`config.mk`:
```
export PLATFORM = sky130hd
export DESIGN_NAME = three_level_optical_line_encoder
export DESIGN_NICKNAME = d
export VERILOG_FILES = /design/src/hdl/optical_line_pkg.sv /design/src/hdl/line_word_fifo.sv /design/src/hdl/three_level_optical_line_encoder.sv
export SDC_FILE = /design/constraint.sdc
export NUM_CORES = 1
export LEC_CHECK = 0
export BUFFER_PORTS_ARGS = -buffer_cell sky130_fd_sc_hd__buf_2
export CAP_MARGIN = 20
export CORE_ASPECT_RATIO = 1.4
export CORE_MARGIN = 2
export CORE_UTILIZATION = 55
export DETAILED_ROUTE_END_ITERATION = 8
export GPL_ROUTABILITY_DRIVEN = 0
export PLACE_DENSITY_LB_ADDON = 0.3
export SYNTH_ARGS = -nofsm -noshare
export SYNTH_HDL_FRONTEND = slang
export SYNTH_SLANG_ARGS = --single-unit
```
`constraint.sdc`:
```
create_clock -name clock -period 3.1 [get_ports clock]
set_input_delay 0.31 -clock clock [delete_from_list [all_inputs] [get_ports clock]]
set_output_delay 0.31 -clock clock [all_outputs]
set_load 0.05 [all_outputs]
```
`src/hdl/optical_line_pkg.sv`:
```
// shared constants and types for the three-level optical line encoder
package optical_line_pkg;

  // core clock
  localparam int CLK_NS = 50; // 20 MHz period in ns
  localparam int CLK_KHZ = 20000; // core clock rate in kHz

  // refresh pulse timing
  localparam int REFRESH_PULSE_WIDTH_NS = 40; // excursion length in ns
  localparam int REFRESH_RATE_KHZ = 400; // excursion repetition rate
  localparam int PULSE_CYC = (REFRESH_PULSE_WIDTH_NS / CLK_NS) < 1 ? 1 :
    (REFRESH_PULSE_WIDTH_NS / CLK_NS); // pulse length in cycles
  localparam int REFRESH_CYC = CLK_KHZ / REFRESH_RATE_KHZ; // period cycles

  // data input limits kept by the driving party
  localparam int DATA_MIN_NS = 100; // shortest high or low interval
  localparam int DATA_MIN_CYC = DATA_MIN_NS / CLK_NS; // in core cycles

  // timer counters
  localparam int CNT_W = 6; // wide enough for REFRESH_CYC
  localparam logic [CNT_W-1:0] PULSE_LOAD = CNT_W'(PULSE_CYC - 1);
  localparam logic [CNT_W-1:0] PERIOD_LOAD = CNT_W'(REFRESH_CYC - 1);

  // buffer between synchroniser and encoder
  localparam int BUF_DEPTH = 32; // words held in flight

  // drive level code toward the optical emitter
  typedef enum logic [1:0] {
    FLOOR_POWER_LEVEL = 2'h0, // near-zero emission
    MID_POWER_LEVEL = 2'h1, // mid level, about half of peak
    PEAK_POWER_LEVEL = 2'h2 // full emission
  } level_t;

  // encoder states, one-hot
  typedef enum logic [2:0] {
    ST_EXT = 3'h1, // two-level, follows data
    ST_MID = 3'h2, // three-level, resting at mid
    ST_PULSE = 3'h4 // three-level, refresh excursion
  } enc_state_t;

  // one line sample: mode select and data input
  typedef struct packed {
    logic mode; // high selects the two-level mode
    logic data; // data input level
  } line_word_t;

  localparam line_word_t LINE_WORD_RST = '{mode: 1'b0, data: 1'b0};

endpackage : optical_line_pkg

```
`src/hdl/line_word_fifo.sv`:
```
// small fifo with registered read data for line samples
`timescale 1ns/1ps
`default_nettype none
module line_word_fifo #(
  parameter int WIDTH = 2, // word width
  parameter int DEPTH = 32 // words, a power of two
) (
  input wire logic clock, // core clock
  input wire logic rst_n, // synchronous reset, active low
  input wire logic in_valid, // word offered
  output logic in_ready, // room for a word
  input wire logic [WIDTH-1:0] in_data, // offered word
  output logic out_valid, // read word present
  input wire logic out_ready, // reader takes the word
  output logic [WIDTH-1:0] out_data, // read word, from a register
  output logic full, // no room left
  output logic empty // nothing stored or presented
);
  localparam int AW = $clog2(DEPTH); // pointer width
  localparam int CW = $clog2(DEPTH + 1); // count width

  // whole state of the fifo
  typedef struct packed {
    logic [DEPTH-1:0][WIDTH-1:0] mem; // storage
    logic [AW-1:0] wp; // write pointer
    logic [AW-1:0] rp; // read pointer
    logic [CW-1:0] cnt; // words in storage
    logic ov; // output register holds a word
    logic [WIDTH-1:0] od; // output register
  } fifo_state_t;

  fifo_state_t r; // current state
  fifo_state_t n; // next state
  logic push; // write accepted
  logic load; // storage to output register

  // handshake flags straight from the count and the output register flag
  assign in_ready = (r.cnt != CW'(DEPTH));
  assign full = !in_ready;
  assign empty = (r.cnt == '0) && !r.ov;
  assign out_valid = r.ov;
  assign out_data = r.od;

  // next state: write, prefetch into the output register
  always_comb begin
    n = r;
    push = in_valid && in_ready;
    load = (r.cnt != '0) && (!r.ov || out_ready);
    if (push) begin
      n.mem[r.wp] = in_data;
      n.wp = r.wp + 1'b1;
    end
    if (load) begin
      n.od = r.mem[r.rp];
      n.rp = r.rp + 1'b1;
      n.ov = 1'b1;
    end else if (out_ready) begin
      n.ov = 1'b0;
    end
    if (push && !load) begin
      n.cnt = r.cnt + 1'b1;
    end else if (load && !push) begin
      n.cnt = r.cnt - 1'b1;
    end
  end

  // state register
  always_ff @(posedge clock) begin
    if (!rst_n) begin
      r <= '0;
    end else begin
      r <= n;
    end
  end

endmodule : line_word_fifo
`default_nettype wire

```
`src/hdl/three_level_optical_line_encoder.sv`:
```
// three-level / two-level optical drive encoder with refresh pulses
// Summary of operation
// mode low three-level, mode high two-level
// three-level: mid, excursions follow data polarity
// excursion about 40 ns, repeating at 400 kHz; the code's excursion is one 50 ns clock cycle (PULSE_CYC = 1)
// new train starts at once, full pulse
// data toggle cuts pulse, opposite train begins
// average stays mid for any data timing
// two-level: peak when high, floor when low
// driver uses self-clocking code in two-level mode
// driver may hold data for diagnostics or standby
// driver keeps data intervals at least 100 ns
// data accepted from dc to 10 Mbaud
// driver budgets bit rate per code intervals
// two-bit level code, clock-derived pulse counters
// data and mode synchronised before edge use
`timescale 1ns/1ps
`default_nettype none
module three_level_optical_line_encoder
  import optical_line_pkg::*;
#(
  parameter int DEPTH = BUF_DEPTH // buffered line samples
) (
  input wire logic clock, // 20 MHz core clock
  input wire logic rst_n, // synchronous reset, active low
  input wire logic mode_select, // async pin, high selects two-level
  input wire logic data_in, // async data pin
  input wire logic drive_ready, // emitter driver takes new samples
  output logic [1:0] level_code, // drive level, from a register
  output logic input_ready, // buffer has room for a change
  output logic buffer_full // buffer holds DEPTH samples
);

  // whole state of the encoder
  typedef struct packed {
    line_word_t s1; // synchroniser stage one
    line_word_t s2; // synchroniser stage two
    line_word_t s3; // synchroniser stage three
    line_word_t acc; // accepted pin levels
    line_word_t sent; // last sample written to the buffer
    line_word_t cur; // sample driving the encoder
    enc_state_t st; // encoder state
    logic [CNT_W-1:0] pulse_cnt; // cycles left in the excursion
    logic [CNT_W-1:0] period_cnt; // cycles to the next excursion
    level_t level; // registered drive level
  } enc_reg_t;

  localparam enc_reg_t ENC_RST = '{
    s1: LINE_WORD_RST, s2: LINE_WORD_RST, s3: LINE_WORD_RST,
    acc: LINE_WORD_RST, sent: LINE_WORD_RST, cur: LINE_WORD_RST,
    st: ST_MID, pulse_cnt: '0, period_cnt: PERIOD_LOAD,
    level: MID_POWER_LEVEL};

  enc_reg_t r; // current state
  enc_reg_t n; // next state
  logic push; // offer accepted levels to the buffer
  logic push_ready; // buffer room
  logic pop_valid; // buffered sample present
  line_word_t pop_word; // buffered sample
  logic take; // encoder consumes a sample
  logic new_train; // three-level sample taken after two-level mode or with flipped data

  // buffer of synchronised changes; driver readiness drains it
  line_word_fifo #(
    .WIDTH($bits(line_word_t)),
    .DEPTH(DEPTH)
  ) u_buf (
    .clock(clock),
    .rst_n(rst_n),
    .in_valid(push),
    .in_ready(push_ready),
    .in_data(r.acc),
    .out_valid(pop_valid),
    .out_ready(drive_ready),
    .out_data(pop_word),
    .full(buffer_full),
    .empty()
  );

  assign input_ready = push_ready;
  assign level_code = r.level;
  assign push = (r.acc != r.sent);
  assign take = pop_valid && drive_ready;
  assign new_train = take && !pop_word.mode &&
    (r.cur.mode || (pop_word.data != r.cur.data));

  // next state: synchronise, buffer, time the refresh pulses
  always_comb begin
    n = r;
    // three stages, change counts once stages two and three agree
    n.s1 = '{mode: mode_select, data: data_in};
    n.s2 = r.s1;
    n.s3 = r.s2;
    if (r.s2 == r.s3) begin
      n.acc = r.s3;
    end
    // a change waits in acc while the buffer is full
    if (push && push_ready) begin
      n.sent = r.acc;
    end
    if (take) begin
      n.cur = pop_word;
    end
    if (take && pop_word.mode) begin
      n.st = ST_EXT;
    end else if (new_train) begin
      // restart at once with a full-length excursion
      n.st = ST_PULSE;
      n.pulse_cnt = PULSE_LOAD;
      n.period_cnt = PERIOD_LOAD;
    end else begin
      case (r.st)
        ST_EXT: begin
          n.st = ST_EXT; // held until a three-level sample arrives
        end
        ST_MID: begin
          if (r.period_cnt == '0) begin
            n.st = ST_PULSE;
            n.pulse_cnt = PULSE_LOAD;
            n.period_cnt = PERIOD_LOAD;
          end else begin
            n.period_cnt = r.period_cnt - 1'b1;
          end
        end
        ST_PULSE: begin
          n.period_cnt = r.period_cnt - 1'b1;
          if (r.pulse_cnt == '0) begin
            n.st = ST_MID;
          end else begin
            n.pulse_cnt = r.pulse_cnt - 1'b1;
          end
        end
        default: begin
          n.st = ST_MID;
        end
      endcase
    end
    // drive level from next state and sample
    case (n.st)
      ST_EXT: n.level = n.cur.data ? PEAK_POWER_LEVEL :
        FLOOR_POWER_LEVEL;
      ST_PULSE: n.level = n.cur.data ? PEAK_POWER_LEVEL :
        FLOOR_POWER_LEVEL;
      ST_MID: n.level = MID_POWER_LEVEL;
      default: n.level = MID_POWER_LEVEL;
    endcase
  end

  // state register
  always_ff @(posedge clock) begin
    if (!rst_n) begin
      r <= ENC_RST;
    end else begin
      r <= n;
    end
  end

  // helper: length of the running excursion
  logic [CNT_W-1:0] pulse_len_r; // cycles spent in ST_PULSE
  always_ff @(posedge clock) begin
    if (!rst_n) begin
      pulse_len_r <= '0;
    end else if (r.st == ST_PULSE && !new_train) begin
      pulse_len_r <= pulse_len_r + 1'b1;
    end else begin
      pulse_len_r <= '0;
    end
  end

  localparam int PC = PULSE_CYC; // local copy for assertions

  // mode high sample leads to the two-level state
  property p_mode_ext;
    @(posedge clock) disable iff (!rst_n)
      take && pop_word.mode |=> r.st == ST_EXT;
  endproperty
  a_mode_ext: assert property (p_mode_ext)
    else $error("mode high did not enter two-level state");

  // mid state shows mid level only
  property p_mid_level;
    @(posedge clock) disable iff (!rst_n)
      r.st == ST_MID |-> r.level == MID_POWER_LEVEL;
  endproperty
  a_mid_level: assert property (p_mid_level)
    else $error("mid state not at mid level");

  // idle mid with expired period starts an excursion
  property p_refresh_rate;
    @(posedge clock) disable iff (!rst_n)
      r.st == ST_MID && r.period_cnt == '0 && !take
      |=> r.st == ST_PULSE && r.period_cnt == PERIOD_LOAD;
  endproperty
  a_refresh_rate: assert property (p_refresh_rate)
    else $error("refresh excursion not started on time");

  // flip starts a full excursion of the new polarity at once
  property p_new_train;
    @(posedge clock) disable iff (!rst_n)
      new_train |=> r.st == ST_PULSE && r.pulse_cnt == PULSE_LOAD
      && r.level == (r.cur.data ? PEAK_POWER_LEVEL : FLOOR_POWER_LEVEL);
  endproperty
  a_new_train: assert property (p_new_train)
    else $error("new pulse train not started at full length");

  // no excursion runs longer than the pulse width
  property p_pulse_width;
    @(posedge clock) disable iff (!rst_n)
      pulse_len_r <= CNT_W'(PC);
  endproperty
  a_pulse_width: assert property (p_pulse_width)
    else $error("refresh excursion too long");

  // an undisturbed excursion ends back at mid
  property p_pulse_end;
    @(posedge clock) disable iff (!rst_n)
      r.st == ST_PULSE && r.pulse_cnt == '0 && !take
      |=> r.level == MID_POWER_LEVEL;
  endproperty
  a_pulse_end: assert property (p_pulse_end)
    else $error("excursion did not return to mid");

  // two-level state follows data with no refresh
  property p_ext_level;
    @(posedge clock) disable iff (!rst_n)
      r.st == ST_EXT && !take |=> r.st == ST_EXT &&
      r.level == ($past(r.cur.data) ? PEAK_POWER_LEVEL :
      FLOOR_POWER_LEVEL);
  endproperty
  a_ext_level: assert property (p_ext_level)
    else $error("two-level output does not follow data");

  // level code is one of the three levels
  property p_level_code;
    @(posedge clock) disable iff (!rst_n)
      level_code != 2'h3;
  endproperty
  a_level_code: assert property (p_level_code)
    else $error("illegal level code");

  // accepted levels move only when stages two and three agree
  property p_sync_accept;
    @(posedge clock) disable iff (!rst_n)
      r.acc != $past(r.acc) |-> $past(r.s2 == r.s3);
  endproperty
  a_sync_accept: assert property (p_sync_accept)
    else $error("unsynchronised input accepted");

  // main scenarios
  c_ext: cover property (@(posedge clock) disable iff (!rst_n)
    r.st == ST_EXT ##1 r.st == ST_PULSE);
  c_refresh: cover property (@(posedge clock) disable iff (!rst_n)
    r.st == ST_MID ##1 r.st == ST_PULSE);
  c_cut: cover property (@(posedge clock) disable iff (!rst_n)
    r.st == ST_PULSE && new_train);
  c_full: cover property (@(posedge clock) disable iff (!rst_n)
    buffer_full);

endmodule : three_level_optical_line_encoder
`default_nettype wire

```
Word level (Yosys, flattened, before mapping)
Cells that the tools add are included.
Cells by class
  add/sub/neg operators: 6
  $lt $le $gt $ge: 3
  eq/ne operators: 11
  muxes and demuxes: 19
  bitwise logic cells: 1
  reduce and logical (&&, ||, !) cells: 26
Operators by type and width (number)
  $bwmux 64: 1
  $mux 6: 4
  $pmux 12 s2: 1
  $sub 6x1->6 const B: 3
  $mux 15: 1
  $logic_not 6->1: 2
  $lt 5x6->1 const B: 2
  $add 5x1->5 const B: 2
  $bmux 2 s5: 1
  $demux 2 s5: 1
  $logic_and 1x1->1: 9
  $mux 9: 1
  $pmux 3 s3: 1
  $add 6x1->6 const B: 1
  $eq 3x1->1 const B: 2
  $eq 3x3->1 const B: 2
  $mux 2: 3
  $mux 3: 2
  $ne 3x3->1 const B: 2
  $ne 6x6->1 const B: 1
  $reduce_bool 6->1: 1
  $ge 5x1->1 const B: 1
  $logic_not 1->1: 5
  $reduce_and 2->1: 2
  11 further kinds: 15
Storage, ports and cells
  bits in registers: 112
  bits of input ports: 5
  logic and storage cells: 119

Depth between registers and ports, before layout
  word-level depth: 8
  depth in mapped cells: 12
  gate-level depth less buffers: 11

By module
Synthesis repeated with hierarchy kept, for this count alone.
Second synthesis, totals
  cells, all modules: 646
  area, all modules: 5743.0 sq um
By module, submodules not included
  line_word_fifo: times used 1, cells each 504, area an instance 4435.5 sq um, sequential area each 1661.6 sq um
  three_level_optical_line_encoder: times used 1, cells each 142, area an instance 1307.5 sq um, sequential area each 580.6 sq um

Least setup slack after synthesis
No wires, ideal clock.
  path type: register to register
  start point: register u_buf.r[3] (netlist name)
  end point: register u_buf.r[7] (netlist name)
  arrival time: 2760 ps
  required time: 2985 ps
  slack: 225 ps
  cell stages (with the launch flop): 13
  cells stage by stage: dfxtp_1 > or4_4 > o31a_1 > buf_6 > inv_1 > ha_1 > inv_1 > fa_1 > a21o_1 > a21oi_1 > xor2_1 > o21ai_0 > and2_1
On the way
  longest elaborated chain between the ends: 5
  elaborated cells on any way between the ends: 13
  those cells by class: 2 x add/sub; 1 x eq/ne; 2 x mux; 8 x reduce/logical
Ends and longest elaborated chain
  from (decl): RTL line line_word_fifo.sv:32  | fifo_state_t r;
  from (signal assigned): RTL line line_word_fifo.sv:72  | r <= n;
  branches (longest 5 deep; another with $sub 6x1->6)
Parallel ways; which one is timed is not known. The select of a mux whose other input is x is not followed.
A chain may end at the register's enable or synchronous reset.

Worst setup path after layout
Ends and elaborated chain as after synthesis.

==> qor.csv <==
metric,value,unit
setup TNS,0,ns
Crit Path Class,reg -> reg,
fin. max-slew vios,0,
hold_buf cts,0,
status,finished clean,
Mapped Area,0.005515,mm^2
Slowest cell on crit path,or4_4,
Die ar.,0.01086,mm^2
"delay-heaviest family, CP",compound AO/OA/AOI/OAI gates,
"most used cell, CP",inv_1,
Post-CTS Setup Bufs,0,
largest net degree at the start of global routing,64,
RSZ-0062 raised after global routing,no,
initial drt markers,138,
Buffers & Inverters on Critical Path,2,
final hold vios,0,
Syn Area/Cell,10.08,um^2
total gr overflow,0,
CTS tree,built,
worst path cell trace,"or4_4, o31a_1, inv_1, ha_4, inv_1, fa_1, a21o_1, a21oi_1, xor2_1, o21ai_0, and2_1",
DRT antenna net count,0,
via count,3758,
CTS Sinks,112,
CTS Buffer Depth,2,
Final min period,2.965,ns
Worst-Margin Slew,0.7593,ns
Clock Pin Slew Worst Setup and Hold Paths,0.07,ns
antenna violations before repair,0,
CTS resizes,0,
synthesized flop and latch total,112,
first-pass iteration count of the detailed router,6,
initial core utilization,56.02,%
Final WS setup,0.1347,ns
Crit path required time,3.35,ns
Syn-to-layout area delta,7.441,%
nature of the critical path startpoint,flop,
main flop type after synthesis,dfxtp_1,
first-pass GRT wire length,17.59,mm
CP max FO,6,
routed vias/inst,5.567,
hpwl dp,6.970,mm
PD cells,587.5,mW/mm^2
chip height,122.5,um
Post-synth EDFFs,0,
Max Clk Rate,0.3372,GHz
# IOs,9,
sequential area share after synthesis,40.65,%
I/O Buffers,8,
nets,554,
htree depth,3,
Skew-Pair Late Insertion Delay,0.35,ns
TritonCTS Buffers,9,
CP max stage delay,0.55,ns
Fill cells,873,
Mapped Cells,547,
layout cells sized above 1,10.74,%
Slew headroom,49.31,%
Syn Nets,566,
DR WL/cell,15.52,um
R2R setup slack,0.13,ns
drt total wl,10.47,mm
FP Rows,43,
Max VDD drop,0.0002833,V
CP Capture Type,flop,
Residual DRC,0,
die span in x,88.63,um
ant diodes,0,
async set or reset register ratio after synthesis,0,%
MaxCap Viol Count,0,
root buffer cell,clkbuf_16,
final worst path period share,95.65,%
pre-CTS WS,0.09730,ns
Yosys cell types,53,
yosys warns,0,
Leak,2.516,nW
Clock Skews,0.007189,ns
GRT Resource Usage Total,20.79,%
Critical Path AT,3.21,ns
hold crit path type,in -> reg,
final setup vio count,0,
Core Region,0.009846,mm^2
via count of the first global-routing pass,3795,
-- worst register-to-register path, stage by stage (launching register included) --
cell	delay [ns]
dfxtp_1	0.37
or4_4	0.55
o31a_1	0.27
inv_1	0.14
ha_4	0.19
inv_1	0.11
fa_1	0.42
a21o_1	0.18
a21oi_1	0.23
xor2_1	0.16
o21ai_0	0.08
and2_1	0.16
-- area by class of cell --
| type | count | area (um^2) | share of cell area, % |
|---|---|---|---|
| flip-flops and latches | 112 | 2242 | 37.84 |
| multi-input cells | 382 | 3067 | 51.75 |
| clock buffers | 10 | 229.0 | 3.864 |
| repair buffers | 16 | 100.1 | 1.689 |
| inverters | 14 | 52.55 | 0.8868 |
| well taps | 135 | 168.9 | 2.851 |
| clock inverters | 6 | 66.31 | 1.119 |
-- stage by stage --
| step | area, um^2 | hold WS [ns] | power [mW] | std cells | util (%) |
|---|---|---|---|---|---|
| after global placement | 5608 | 0.4146 | 2.280 | 659 | 56.96 |
| after detailed placement | 5608 | 0.4196 | 2.310 | 659 | 56.96 |
| after CTS | 5903 | 0.1525 | 3.471 | 675 | 59.96 |
| after floorplan | 5515 | 0.4119 | 2.185 | 547 | - |
| final | 5926 | 0.1609 | 3.481 | 675 | 60.19 |
| after global routing | 5926 | 0.1735 | 3.644 | 675 | 60.19 |
-- synth_stat cells (3+ instances only) --
cell type | count | area, um^2
o21ai_0 | 7 | 35.03
a21oi_1 | 7 | 35.03
a31o_2 | 3 | 26.28
buf_4 | 5 | 37.54
and2_1 | 18 | 112.6
nor4_1 | 3 | 18.77
nand2_1 | 12 | 45.04
mux4_2 | 13 | 292.8
clkbuf_1 | 23 | 86.33
nand3_1 | 40 | 200.2
a31oi_1 | 3 | 18.77
a21boi_0 | 5 | 37.54
nand2b_1 | 9 | 56.30
mux2i_1 | 81 | 810.8
nand3b_1 | 3 | 22.52
nand4_1 | 3 | 18.77
inv_1 | 14 | 52.55
nor2b_1 | 73 | 456.7
xnor2_1 | 18 | 157.7
buf_2 | 9 | 45.04
a21o_1 | 4 | 30.03
a211oi_1 | 3 | 22.52
ha_1 | 13 | 162.7
xor2_1 | 6 | 52.55
nor3b_1 | 4 | 30.03
dfxtp_1 | 112 | 2242
nor3_1 | 6 | 30.03
o211ai_1 | 4 | 30.03
nor2_1 | 15 | 56.30
-- path summary, 6_finish.rpt --
| path | cells past startpoint | start | end |
|---|---|---|---|
| worst max-delay path | 11 | u_buf.r[3] | u_buf.r[7] |
| worst max register to register | 11 | u_buf.r[3] | u_buf.r[7] |
| worst min-delay path | 2 | data_in | n[25] |
| worst min register to register | 1 | n[25] | n[23] |
-- metal layers --
layer | up-vias | wire length (um) | GRT usage [%] | part of all wire [%]
met5 | - | 0 | 0 | 0
met4 | 0 | 178 | 8.902 | 1.7
met3 | 12 | 216 | 3.362 | 2.1
met2 | 47 | 5590 | 37.83 | 53
met1 | 1813 | 4488 | 23.36 | 43
li1 | 1886 | - | - | -
-- state kept, by name, summed over array words and instances, names as in the netlist --
signal,count
u_buf.r,80
r,23
n,4
level_code,2
u_buf.out_data,2
u_buf.out_valid,1
-- cells by family after synthesis --
logic type	synth area share, %
compound gates	7.577
mux	20.01
fa+ha+maj	3.312
xor+xnor	3.811
flops	40.65
buf+inv	4.288
simple gates	20.35
-- power by group --
part | total (mW) | switching, mW | internal, mW | leakage [nW]
logic | 0.704 | 0.362 | 0.342 | 1.46
registers | 1.62 | 0.117 | 1.50 | 0.906
clock network | 1.16 | 0.528 | 0.632 | 0.147
-- placed cells by master (no fill, tap or decap), types with 3 or more instances in the layout --
cell and n:
nand2b_1 9, a21o_1 4, mux4_2 13, mux2i_1 81
a21oi_1 6, dfxtp_1 112, a211oi_1 3, nand4_1 3
nand3b_1 3, a31o_2 3, buf_4 8, o21ai_0 7
nor2_1 15, a31oi_1 3, inv_1 14, nor3_1 6
o211ai_1 4, nand3_1 40, clkbuf_16 9, a21boi_0 5
and2_1 18, xor2_1 6, nor2b_1 73, ha_1 12
nand2_1 12, nor3b_1 4, xnor2_1 18, buf_2 8
(Power assumes the default switching activity.)
